### src/logic/regulator_ctrl_pkg.sv
// Operation
// - Sleep slot 000 means transition in timeslot 5, 110 slot 3, 111 slot 1; reset 000.
// - Sleep slot codes 001 to 101 disable the regulator in timeslots 5 down to 1.
// - With a hardware enable assigned, codes 001 to 101 pick the sleep entry timeslot.
// - Sleep mode bit 8: 0 normal, 1 low power; resets to 1.
// - Voltage code 00h-0Eh is 0.90-1.60 V by 50 mV, 0Fh-1Fh 1.70-3.30 V by 100 mV.
// - Undervoltage action: 00 ignore, 01 regulator off, 10 system reset, 11 reserved.
// - Every undervoltage event sets the interrupt status bit, whatever the action setting; irq_o rises only if its enable bit is set.
// - Hardware control source: 00 none, 01 input 1, 10 input 2, 11 either input.
// - Under hardware control bit 10 picks on voltage code (0) or sleep code (1).
// - Hardware control mode: 00 and 10 low power, 01 off, 11 on mode; resets 10.
// - Bit 7: 0 discharges the disabled output, 1 leaves it floating.
// - Bit 0 picks low power level: 0 is 50 mA, 1 is 20 mA.
// - On slot: 000 never, 001-101 timeslots 1-5, 110/111 hardware enable 1/2.
// - On mode bit: 0 normal, 1 low power; used when hardware mode code is 11.
package regulator_ctrl_pkg;

	// ----------------------------------------
	// Register map
	// ----------------------------------------
	localparam int PADDR_W = 18;
	localparam logic [15:0] IDX_B_SLEEP = 16'h4076;
	localparam logic [15:0] IDX_C_GENERAL = 16'h4077;
	localparam logic [15:0] IDX_C_ON = 16'h4078;
	localparam logic [15:0] IDX_C_SLEEP = 16'h4079;
	localparam logic [15:0] IDX_IRQ_STATUS = 16'h4080;
	localparam logic [15:0] IDX_IRQ_CLEAR = 16'h4081;
	localparam logic [15:0] IDX_IRQ_ENABLE = 16'h4082;

	localparam logic [15:0] RST_B_SLEEP = 16'h0100;
	localparam logic [15:0] RST_C_GENERAL = 16'h0200;
	localparam logic [15:0] RST_C_ON = 16'h0000;
	localparam logic [15:0] RST_C_SLEEP = 16'h0000;
	localparam logic [15:0] RST_IRQ = 16'h0000;

	localparam logic [15:0] MASK_SLOT_REG = 16'he11f;
	localparam logic [15:0] MASK_C_GENERAL = 16'hdfc1;
	localparam logic [15:0] MASK_IRQ = 16'h0001;
	localparam int IRQ_UV_BIT = 0;

	// ----------------------------------------
	// Field positions
	// ----------------------------------------
	localparam int SLOT_HI = 15;
	localparam int SLOT_LO = 13;
	localparam int OPMODE_BIT = 8;
	localparam int VCODE_HI = 4;
	localparam int VCODE_LO = 0;
	localparam int ERR_HI = 15;
	localparam int ERR_LO = 14;
	localparam int SRC_HI = 12;
	localparam int SRC_LO = 11;
	localparam int HWV_BIT = 10;
	localparam int HWM_HI = 9;
	localparam int HWM_LO = 8;
	localparam int FLT_BIT = 7;
	localparam int SWI_BIT = 6;
	localparam int LP_BIT = 0;

	// ----------------------------------------
	// Field codes
	// ----------------------------------------
	localparam logic [2:0] SLP_T5 = 3'h0;
	localparam logic [2:0] SLP_T3 = 3'h6;
	localparam logic [2:0] SLP_T1 = 3'h7;
	localparam logic [2:0] SLP_DIS_FIRST = 3'h1;
	localparam logic [2:0] SLP_DIS_LAST = 3'h5;
	localparam logic [2:0] SLP_DIS_BASE = 3'h6;
	localparam logic [2:0] ON_NEVER = 3'h0;
	localparam logic [2:0] ON_HWE1 = 3'h6;
	localparam logic [2:0] ON_HWE2 = 3'h7;
	localparam logic [1:0] ERR_SHUT_REG = 2'h1;
	localparam logic [1:0] ERR_SHUT_SYS = 2'h2;
	localparam logic [1:0] SRC_NONE = 2'h0;
	localparam logic [1:0] SRC_1 = 2'h1;
	localparam logic [1:0] SRC_2 = 2'h2;
	localparam logic [1:0] SRC_ANY = 2'h3;
	localparam logic [1:0] HWM_LP_A = 2'h0;
	localparam logic [1:0] HWM_OFF = 2'h1;
	localparam logic [1:0] HWM_LP_B = 2'h2;
	localparam logic [1:0] HWM_ON_MODE = 2'h3;

	// ----------------------------------------
	// Voltage scale
	// ----------------------------------------
	localparam logic [4:0] VCODE_SPLIT = 5'h0f;
	localparam int VLOW_BASE_MV = 900;
	localparam int VLOW_STEP_MV = 50;
	localparam int VHIGH_BASE_MV = 1700;
	localparam int VHIGH_STEP_MV = 100;

	// ----------------------------------------
	// Types
	// ----------------------------------------
	typedef enum logic [1:0] {OPM_NORMAL, OPM_LOW_POWER, OPM_OFF} op_mode_t;

	typedef struct packed {
		logic [2:0] timeslot;
		logic disable_reg;
		logic hw_sleep;
	} sleep_plan_t;

	typedef struct packed {
		logic hw_active;
		logic [4:0] vcode;
		op_mode_t mode;
		logic [11:0] mv;
	} c_applied_t;

	// ----------------------------------------
	// Helpers
	// ----------------------------------------
	function automatic logic [PADDR_W-1:0] byte_addr(input logic [15:0] idx);
		return {idx, 2'b00};
	endfunction

	function automatic logic [11:0] vcode_to_mv(input logic [4:0] code);
		if (code < VCODE_SPLIT) begin
			return 12'(VLOW_BASE_MV + VLOW_STEP_MV * int'(code));
		end
		return 12'(VHIGH_BASE_MV + VHIGH_STEP_MV * int'(code - VCODE_SPLIT));
	endfunction

endpackage

### src/logic/regulator_ctrl_regs.sv
// The APB slave port is this design's own decision.
`timescale 1ns/1ps
module regulator_ctrl_regs
	import regulator_ctrl_pkg::*;
(
	input wire logic clk_i,
	input wire logic reset_i,
	input wire logic psel_i,
	input wire logic penable_i,
	input wire logic pwrite_i,
	input wire logic [PADDR_W-1:0] paddr_i,
	input wire logic [31:0] pwdata_i,
	output logic [31:0] prdata_o,
	output logic pready_o,
	output logic pslverr_o,
	input wire logic hw_control_1_i,
	input wire logic hw_control_2_i,
	input wire logic regulator_b_hw_assigned_i,
	input wire logic undervoltage_c_i,
	output logic [2:0] reg_b_sleep_slot_o,
	output logic reg_b_sleep_op_mode_o,
	output logic [4:0] reg_b_sleep_voltage_code_o,
	output logic [11:0] reg_b_sleep_mv_o,
	output sleep_plan_t reg_b_sleep_plan_o,
	output logic [1:0] reg_c_undervoltage_action_o,
	output logic [1:0] reg_c_hw_control_source_o,
	output logic reg_c_output_float_o,
	output logic reg_c_switch_select_o,
	output logic reg_c_low_power_level_o,
	output logic [2:0] reg_c_on_timeslot_o,
	output logic [1:0] reg_c_on_hw_enable_o,
	output c_applied_t regulator_c_applied_o,
	output logic regulator_c_shutdown_o,
	output logic system_reset_o,
	output logic irq_o
);

	// ----------------------------------------
	// Bus slave
	// ----------------------------------------
	logic [15:0] b_sleep_q, c_general_q, c_on_q, c_sleep_q;
	logic [15:0] irq_status_q, irq_enable_q, irq_status_d, irq_clear, irq_set;
	logic [15:0] wdata, rd_val;
	logic [31:0] prdata_q;
	logic pready_q, pslverr_q, hit, setup, wr_en;

	assign setup = psel_i && !penable_i;
	assign wr_en = psel_i && penable_i && pready_q && pwrite_i;
	assign wdata = pwdata_i[15:0];

	always_comb begin
		hit = 1'b1;
		rd_val = 16'h0000;
		case (paddr_i)
			byte_addr(IDX_B_SLEEP): rd_val = b_sleep_q;
			byte_addr(IDX_C_GENERAL): rd_val = c_general_q;
			byte_addr(IDX_C_ON): rd_val = c_on_q;
			byte_addr(IDX_C_SLEEP): rd_val = c_sleep_q;
			byte_addr(IDX_IRQ_STATUS): rd_val = irq_status_q;
			byte_addr(IDX_IRQ_CLEAR): rd_val = 16'h0000;
			byte_addr(IDX_IRQ_ENABLE): rd_val = irq_enable_q;
			default: hit = 1'b0;
		endcase
	end

	always_ff @(posedge clk_i) begin
		if (reset_i) begin
			pready_q <= 1'b0;
			pslverr_q <= 1'b0;
			prdata_q <= 32'h0000_0000;
		end else begin
			pready_q <= setup;
			pslverr_q <= setup && !hit;
			prdata_q <= (setup && !pwrite_i) ? {16'h0000, rd_val} : 32'h0000_0000;
		end
	end

	assign pready_o = pready_q;
	assign pslverr_o = pslverr_q;
	assign prdata_o = prdata_q;

	// ----------------------------------------
	// Sleep control of regulator b
	// ----------------------------------------
	always_ff @(posedge clk_i) begin
		if (reset_i) begin
			b_sleep_q <= RST_B_SLEEP;
		end else if (wr_en && paddr_i == byte_addr(IDX_B_SLEEP)) begin
			b_sleep_q <= wdata & MASK_SLOT_REG;
		end
	end

	assign reg_b_sleep_slot_o = b_sleep_q[SLOT_HI:SLOT_LO];
	assign reg_b_sleep_op_mode_o = b_sleep_q[OPMODE_BIT];
	assign reg_b_sleep_voltage_code_o = b_sleep_q[VCODE_HI:VCODE_LO];

	sleep_plan_t b_plan, b_plan_q;
	logic [11:0] b_mv_q;

	sleep_slot_decode u_b_slot (
		.slot_i(b_sleep_q[SLOT_HI:SLOT_LO]),
		.hw_assigned_i(regulator_b_hw_assigned_i),
		.plan_o(b_plan)
	);

	always_ff @(posedge clk_i) begin
		if (reset_i) begin
			b_plan_q <= '0;
			b_mv_q <= 12'h000;
		end else begin
			b_plan_q <= b_plan;
			b_mv_q <= vcode_to_mv(b_sleep_q[VCODE_HI:VCODE_LO]);
		end
	end

	assign reg_b_sleep_plan_o = b_plan_q;
	assign reg_b_sleep_mv_o = b_mv_q;

	// ----------------------------------------
	// General, on and sleep control of regulator c
	// ----------------------------------------
	always_ff @(posedge clk_i) begin
		if (reset_i) begin
			c_general_q <= RST_C_GENERAL;
		end else if (wr_en && paddr_i == byte_addr(IDX_C_GENERAL)) begin
			c_general_q <= wdata & MASK_C_GENERAL;
		end
	end

	always_ff @(posedge clk_i) begin
		if (reset_i) begin
			c_on_q <= RST_C_ON;
		end else if (wr_en && paddr_i == byte_addr(IDX_C_ON)) begin
			c_on_q <= wdata & MASK_SLOT_REG;
		end
	end

	always_ff @(posedge clk_i) begin
		if (reset_i) begin
			c_sleep_q <= RST_C_SLEEP;
		end else if (wr_en && paddr_i == byte_addr(IDX_C_SLEEP)) begin
			c_sleep_q <= wdata & MASK_SLOT_REG;
		end
	end

	assign reg_c_undervoltage_action_o = c_general_q[ERR_HI:ERR_LO];
	assign reg_c_hw_control_source_o = c_general_q[SRC_HI:SRC_LO];
	assign reg_c_output_float_o = c_general_q[FLT_BIT];
	assign reg_c_switch_select_o = c_general_q[SWI_BIT];
	assign reg_c_low_power_level_o = c_general_q[LP_BIT];

	logic [2:0] c_on_slot;
	logic [2:0] on_timeslot_q;
	logic [1:0] on_hw_enable_q;

	assign c_on_slot = c_on_q[SLOT_HI:SLOT_LO];

	always_ff @(posedge clk_i) begin
		if (reset_i) begin
			on_timeslot_q <= 3'h0;
			on_hw_enable_q <= 2'h0;
		end else begin
			on_timeslot_q <= (c_on_slot == ON_HWE1 || c_on_slot == ON_HWE2) ? ON_NEVER
				: c_on_slot;
			on_hw_enable_q <= {c_on_slot == ON_HWE2, c_on_slot == ON_HWE1};
		end
	end

	assign reg_c_on_timeslot_o = on_timeslot_q;
	assign reg_c_on_hw_enable_o = on_hw_enable_q;

	// ----------------------------------------
	// Hardware control of regulator c
	// ----------------------------------------
	logic hw_active;
	op_mode_t on_mode;
	c_applied_t applied_d, applied_q;

	always_comb begin
		unique case (c_general_q[SRC_HI:SRC_LO])
			SRC_NONE: hw_active = 1'b0;
			SRC_1: hw_active = hw_control_1_i;
			SRC_2: hw_active = hw_control_2_i;
			SRC_ANY: hw_active = hw_control_1_i || hw_control_2_i;
		endcase
	end

	assign on_mode = c_on_q[OPMODE_BIT] ? OPM_LOW_POWER : OPM_NORMAL;

	always_comb begin
		applied_d.hw_active = hw_active;
		applied_d.vcode = c_on_q[VCODE_HI:VCODE_LO];
		applied_d.mode = on_mode;
		if (hw_active) begin
			if (c_general_q[HWV_BIT]) begin
				applied_d.vcode = c_sleep_q[VCODE_HI:VCODE_LO];
			end
			unique case (c_general_q[HWM_HI:HWM_LO])
				HWM_LP_A: applied_d.mode = OPM_LOW_POWER;
				HWM_OFF: applied_d.mode = OPM_OFF;
				HWM_LP_B: applied_d.mode = OPM_LOW_POWER;
				HWM_ON_MODE: applied_d.mode = on_mode;
			endcase
		end
		applied_d.mv = vcode_to_mv(applied_d.vcode);
	end

	always_ff @(posedge clk_i) begin
		if (reset_i) begin
			applied_q <= '0;
		end else begin
			applied_q <= applied_d;
		end
	end

	assign regulator_c_applied_o = applied_q;

	// ----------------------------------------
	// Undervoltage response
	// ----------------------------------------
	logic shutdown_q, sys_reset_q;

	always_ff @(posedge clk_i) begin
		if (reset_i) begin
			shutdown_q <= 1'b0;
			sys_reset_q <= 1'b0;
		end else begin
			shutdown_q <= undervoltage_c_i
				&& c_general_q[ERR_HI:ERR_LO] == ERR_SHUT_REG;
			sys_reset_q <= undervoltage_c_i
				&& c_general_q[ERR_HI:ERR_LO] == ERR_SHUT_SYS;
		end
	end

	assign regulator_c_shutdown_o = shutdown_q;
	assign system_reset_o = sys_reset_q;

	// ----------------------------------------
	// Interrupts
	// ----------------------------------------
	logic irq_q;

	assign irq_set = undervoltage_c_i ? (16'h0001 << IRQ_UV_BIT) : 16'h0000;
	assign irq_clear = (wr_en && paddr_i == byte_addr(IDX_IRQ_CLEAR)) ? (wdata & MASK_IRQ)
		: 16'h0000;
	assign irq_status_d = (irq_status_q & ~irq_clear) | irq_set;

	always_ff @(posedge clk_i) begin
		if (reset_i) begin
			irq_status_q <= RST_IRQ;
		end else begin
			irq_status_q <= irq_status_d;
		end
	end

	always_ff @(posedge clk_i) begin
		if (reset_i) begin
			irq_enable_q <= RST_IRQ;
		end else if (wr_en && paddr_i == byte_addr(IDX_IRQ_ENABLE)) begin
			irq_enable_q <= wdata & MASK_IRQ;
		end
	end

	always_ff @(posedge clk_i) begin
		if (reset_i) begin
			irq_q <= 1'b0;
		end else begin
			irq_q <= |(irq_status_q & irq_enable_q);
		end
	end

	assign irq_o = irq_q;
endmodule

### src/logic/sleep_slot_decode.sv
`timescale 1ns/1ps
module sleep_slot_decode
	import regulator_ctrl_pkg::*;
(
	input wire logic [2:0] slot_i,
	input wire logic hw_assigned_i,
	output sleep_plan_t plan_o
);

	// ----------------------------------------
	// Slot decode
	// ----------------------------------------
	logic in_dis_range;

	assign in_dis_range = (slot_i >= SLP_DIS_FIRST) && (slot_i <= SLP_DIS_LAST);

	always_comb begin
		plan_o = '0;
		if (in_dis_range) begin
			plan_o.timeslot = SLP_DIS_BASE - slot_i;
			plan_o.disable_reg = !hw_assigned_i;
			plan_o.hw_sleep = hw_assigned_i;
		end else if (slot_i == SLP_T3) begin
			plan_o.timeslot = 3'h3;
		end else if (slot_i == SLP_T1) begin
			plan_o.timeslot = 3'h1;
		end else begin
			plan_o.timeslot = 3'h5;
		end
	end

endmodule

### config.mk
export PLATFORM = sky130hd
export DESIGN_NAME = regulator_ctrl_regs
export DESIGN_NICKNAME = d
export VERILOG_FILES = /design/src/logic/regulator_ctrl_pkg.sv /design/src/logic/regulator_ctrl_regs.sv /design/src/logic/sleep_slot_decode.sv
export SDC_FILE = /design/constraint.sdc
export NUM_CORES = 1
export LEC_CHECK = 0
export ABC_AREA = 1
export BUFFER_PORTS_ARGS = -buffer_cell sky130_fd_sc_hd__buf_2
export CAP_MARGIN = 20
export CORE_MARGIN = 1.5
export CORE_UTILIZATION = 50
export CTS_CLUSTER_SIZE = 16
export DETAILED_ROUTE_END_ITERATION = 12
export PLACE_DENSITY = 0.8
export REMOVE_ABC_BUFFERS = 1
export SLEW_MARGIN = 5
export SYNTH_ARGS = -nofsm -noshare
export SYNTH_HDL_FRONTEND = slang
export SYNTH_SLANG_ARGS = --single-unit
### constraint.sdc
create_clock -name clk_i -period 5.3 [get_ports clk_i]
set_input_delay 0.795 -clock clk_i [delete_from_list [all_inputs] [get_ports clk_i]]
set_output_delay 0.795 -clock clk_i [all_outputs]
set_load 0.02 [all_outputs]
Word-level counts from Yosys, hierarchy flattened
Cells that the tools add are included.

$add $sub $neg: 7. Divide/modulo/power cells: 0. Reduce and logical (&&, ||, !) cells: 29. Multipliers: 4. Bitwise operators: 6. Mux-type cells: 19. Equality and inequality tests: 19. Magnitude comparators: 4. Shift operators: 0.

Operators with widths (count): $eq 18x17->1 const B (7); $pmux 16 s6 (1); $mux 12 (4); $add 10x11->12 const A (2); $add 12x12->12 const A (2); $mul 5x5->10 const A (2); $mul 6x6->10 const A (2); $and 16x1->16 (1); $and 16x16->16 (1); $not 1->16 (1); $or 16x1->16 (1); $reduce_or 16->1 (1); $logic_and 1x1->1 (15); $eq 3x3->1 const B (4); $sub 5x4->6 const B (2); $eq 2x2->1 const B (5); $lt 5x4->1 const B (2); $mux 3 (3); $reduce_or 2->1 (4); $mux 1 (7); $mux 7 (1); $reduce_or 7->1 (1); $eq 2x1->1 const B (3); $pmux 2 s3 (1); 9 further kinds (15).

Output and inout port bits: 95. Memory bits (read-only): 0. Bits in latches: 0. Memories kept: 0. Register bits after elaboration: 133. Logic and storage cells: 111. Bits in writable memories: 0. Input bits: 59.

Longest topological paths before layout
Depth after elaboration: 8. Depth in mapped cells: 24. Mapped depth without buffers: 24.

Hierarchy
From an unflattened synthesis, not the netlist that was laid out.

Cell total of the unflattened synthesis: 793. Area, all modules: 6266.0 um^2.

By module, submodules not included: regulator_ctrl_regs (instances 1, area an instance 6105.9 um^2, cells an instance 765, sequential area each 1981.9 um^2); sleep_slot_decode (instances 1, area an instance 160.2 um^2, cells an instance 28, sequential area each 0.0 um^2).

Least setup slack after synthesis
OpenSTA, ideal clock, no wires.

Kind: in2reg. Start: in hw_control_2_i. End: reg applied_q (netlist bit regulator_c_applied_o[11]). Path buffers: 0. Cell stages on the path: 22. Setup slack: 0.437 ns. Required time: 5.168 ns. Arrival time: 4.730 ns. Library setup time: 0.132 ns. Cell sequence: nand2_1 -> nand2_2 -> nand2_4 -> o21ai_2 -> inv_1 -> ha_1 -> nand2_1 -> inv_1 -> nor2_4 -> nor2_1 -> fa_1 -> inv_1 -> ha_1 -> ha_1 -> ha_1 -> fa_1 -> nor4_1 -> nand2_1 -> nand2_1 -> nand2_1 -> nand3_1 -> a21oi_1.

RTL lines: from (decl) (RTL line regulator_ctrl_regs.sv:17) `input wire logic hw_control_2_i,`; to (signal assigned) (RTL line regulator_ctrl_regs.sv:212) `applied_q <= applied_d;`; to (decl) (RTL line regulator_ctrl_regs.sv:177) `c_applied_t applied_d, applied_q;`.

==> flow_metrics.tcl <==
set metrics [dict create \
    total_power_uw 1510 \
    clock-skew-final_ns 0.0132 \
    overflow 0 \
    nets 1025 \
    crit_chain "buf_2 > nand2_1 > nand2_2 > nand2_4 > nand2_1 > o21ai_2 > inv_1 > ha_1 > nand3_1 > inv_1 > nand2_1 > nand2_1 > fa_1 > inv_1 > ha_1 > ha_1 > ha_1 > fa_1 > nor4_1 > nand2_1 > nand2_1 > nand2_1 > nand3_1 > a21oi_1" \
    max-clock-path-buffers 2 \
    yosysWarnings 0 \
    cts_tree "yes" \
    root_buffer "clkbuf_16" \
    crit_family "adder cells" \
    synth-main-ff-cell "dfxtp_1" \
    ios 154 \
    clk_pin_slew_ns 0.07 \
    wl_per_cell_um 13.4 \
    tns_ns 0 \
    die_area_um2 13100 \
    crit_arrival_ns 4.97 \
    vias 5450 \
    worst_pin_slew_ns 1.00 \
    grt_pass1_vias 4971 \
    die_w_um 115 \
    clock_sinks 99 \
    grt_pass1_wl_um 23300 \
    powerDensity_nw_per_um2 211 \
    ir_drop_v 0.000168 \
    slew_headroom 0.330 \
    ys_seq_area_frac 0.319 \
    htreeDepth 3 \
    worst-endpoint-required_ns 5.52 \
    crit_path_end_kind "register" \
    first_pass_iters 4 \
    criticalPathCategory "primary input to register" \
    io_buffers 117 \
    drive_gt1_frac 0.215 \
    post_cts_buffers 0 \
    first_iter_violations 287 \
    maxCapViolations 0 \
    slew_violations 0 \
    synthCells 775 \
    cts_resized 0 \
    dpl.hpwl_um 11000 \
    syn_area_um2 6220 \
    grtUsageTotal 0.224 \
    path_common_cell "nand2_1" \
    syn2layout_area_growth_pct 15.2 \
    final.min_clock_period_ns 4.75 \
    route.detailed.drc 0 \
    worst-path-buf-inv 4 \
    startpoint_type "primary input" \
    die_h_um 115 \
    leakagePower_uw 0.00365 \
    cpPeakStageDelay_ns 0.55 \
    final-setup-viol-count 0 \
    synth_edf_count 0 \
    cts_buffers 9 \
    grt_max_degree 39 \
    slowest_stage "fa_1" \
    antenna_found_initial 1 \
    start_util 0.516 \
    core_um2 12100 \
    syn_avg_cell_area_um2 8.02 \
    viasPerCell 5.14 \
    fin_crit_sh 0.897 \
    wl_um 14200 \
    gp_congestion 0.882 \
    fmax_ghz 0.210 \
    status "complete, no violations" \
    holdCritPathClass "register to register" \
    grt_setup_unrepaired "false" \
    ant_nets 0 \
    row_count 40 \
    synthDistinctLibCells 49 \
    clock_latency_ns 0.36 \
    critPathMaxFanout 9 \
    async_flop_share 0 \
    postCtsHoldBufs 0 \
    ys_ff_latch 99 \
    finalHoldViolCount 0 \
]
## metal layers
metal / share of wire / vias to the layer above / global-route usage
li1: - / 2735 / -
met1: 0.46 / 2489 / 0.295
met2: 0.44 / 209 / 0.362
met3: 0.084 / 17 / 0.0672
met4: 0.012 / 0 / 0.0525
met5: 0 / - / 0
## worst register-to-register path: stages (launching register included)
cell	delay, ns
dfxtp_1	0.35
nand2_1	0.11
nand2_2	0.15
nand2_4	0.10
o21ai_2	0.15
inv_1	0.15
ha_1	0.25
nand3_1	0.14
inv_1	0.07
nand2_1	0.06
nand2_1	0.12
fa_1	0.53
inv_1	0.04
ha_1	0.28
ha_1	0.30
ha_1	0.34
fa_1	0.55
nor4_1	0.37
nand2_1	0.12
nand2_1	0.07
nand2_1	0.05
nand3_1	0.07
a21oi_1	0.06
## cell families (layout without fill, tap and decap cells)
logic type	after synthesis	in the layout	share of synthesized area
xor+xnor	26	26	0.0378
compound gates	143	143	0.151
other cells	1	20	0.000603
buf+inv	168	266	0.122
flops	99	99	0.319
fa+ha+maj	80	80	0.175
simple gates	258	258	0.194
## cells in the mapped netlist (2+ instances only)
cell	n	area share
inv_1	118	0.071
dfxtp_1	99	0.32
nand2_1	96	0.058
ha_1	68	0.14
nor2_1	62	0.037
a21oi_1	51	0.041
nand3_1	40	0.032
o21ai_0	37	0.030
nor3_1	24	0.019
buf_4	23	0.028
a211oi_2	20	0.040
xor2_1	15	0.021
o22ai_1	14	0.014
fa_1	12	0.039
xnor2_1	10	0.014
clkbuf_1	9	0.0054
nand4_1	7	0.0070
inv_2	6	0.0036
buf_6	5	0.0091
nor4_1	5	0.0050
o211ai_1	4	0.0048
o31ai_1	4	0.0048
or2_2	4	0.0040
a31oi_1	3	0.0030
buf_2	3	0.0024
nand2_2	3	0.0030
nand3_2	3	0.0048
nor2_2	3	0.0030
o21ai_2	3	0.0042
a211oi_1	2	0.0024
buf_1	2	0.0012
nand3b_1	2	0.0024
o21ai_1	2	0.0016
## area by class of cell
cell class / count / area, µm²
fill: 1087 / 4900
multi-input combinational: 526 / 3540
sequential: 99 / 1980
timing repair buffer: 124 / 638
inverter: 126 / 475
clock buffer: 10 / 239
tap: 168 / 210
clock inverter: 6 / 71.3
antenna: 1 / 2.50
## per-stage QoR
stage	util	setup slack (ns)	hold slack, ns	cells	cell area [µm²]
6_report	0.594	0.548	0.449	1060	7160
5_1_grt	0.594	0.0613	0.482	1059	7160
4_1_cts	0.594	0.529	0.457	1059	7160
3_5_place_dp	0.568	0.183	0.445	1043	6850
3_3_place_gp	0.568	0.263	0.436	1043	6850
2_1_floorplan	-	0.439	0.412	751	6000
## power breakdown
| group | switching, µW | internal, µW | total [µW] |
|---|---|---|---|
| Sequential | 1.23 | 749 | 750 |
| Combinational | 51.4 | 20.6 | 72.0 |
| Clock | 304 | 383 | 687 |
| Total | 357 | 1150 | 1510 |
## state kept, by name, summed over array words and instances, names as in the netlist
name / flops
regulator_c_shutdown_o: 1
irq_o: 1
b_sleep_q: 9
irq_enable_q: 1
irq_status_q: 1
pready_o: 1
reg_c_on_hw_enable_o: 2
c_sleep_q: 9
reg_b_sleep_mv_o: 11
reg_b_sleep_plan_o: 5
c_on_q: 9
system_reset_o: 1
reg_c_on_timeslot_o: 3
prdata_o: 15
pslverr_o: 1
c_general_q: 10
regulator_c_applied_o: 19
## cell usage in the layout, fill, tap and decap left out, types with 5 or more instances in the layout
master	instances
clkbuf_16	9
ha_1	68
buf_4	7
o22ai_1	14
o21ai_0	37
conb_1	19
nor3_1	24
fa_1	12
xor2_1	15
buf_2	117
nor4_1	5
inv_1	118
nor2_1	62
nand4_1	7
dfxtp_1	99
nand2_1	96
nand3_1	40
a21oi_1	51
a211oi_2	20
xnor2_1	10
inv_2	6
## worst paths after layout
path | from | to | slack (ns) | cells after the start
min reg2reg | c_general_q[15] | regulator_c_shutdown_o | 0.45 | 1
max reg2reg | c_general_q[12] | regulator_c_applied_o[11] | 0.73 | 22
max | hw_control_2_i | regulator_c_applied_o[11] | 0.55 | 24
min | c_general_q[15] | regulator_c_shutdown_o | 0.45 | 1
Note: power is estimated with default switching activity, not from simulation.
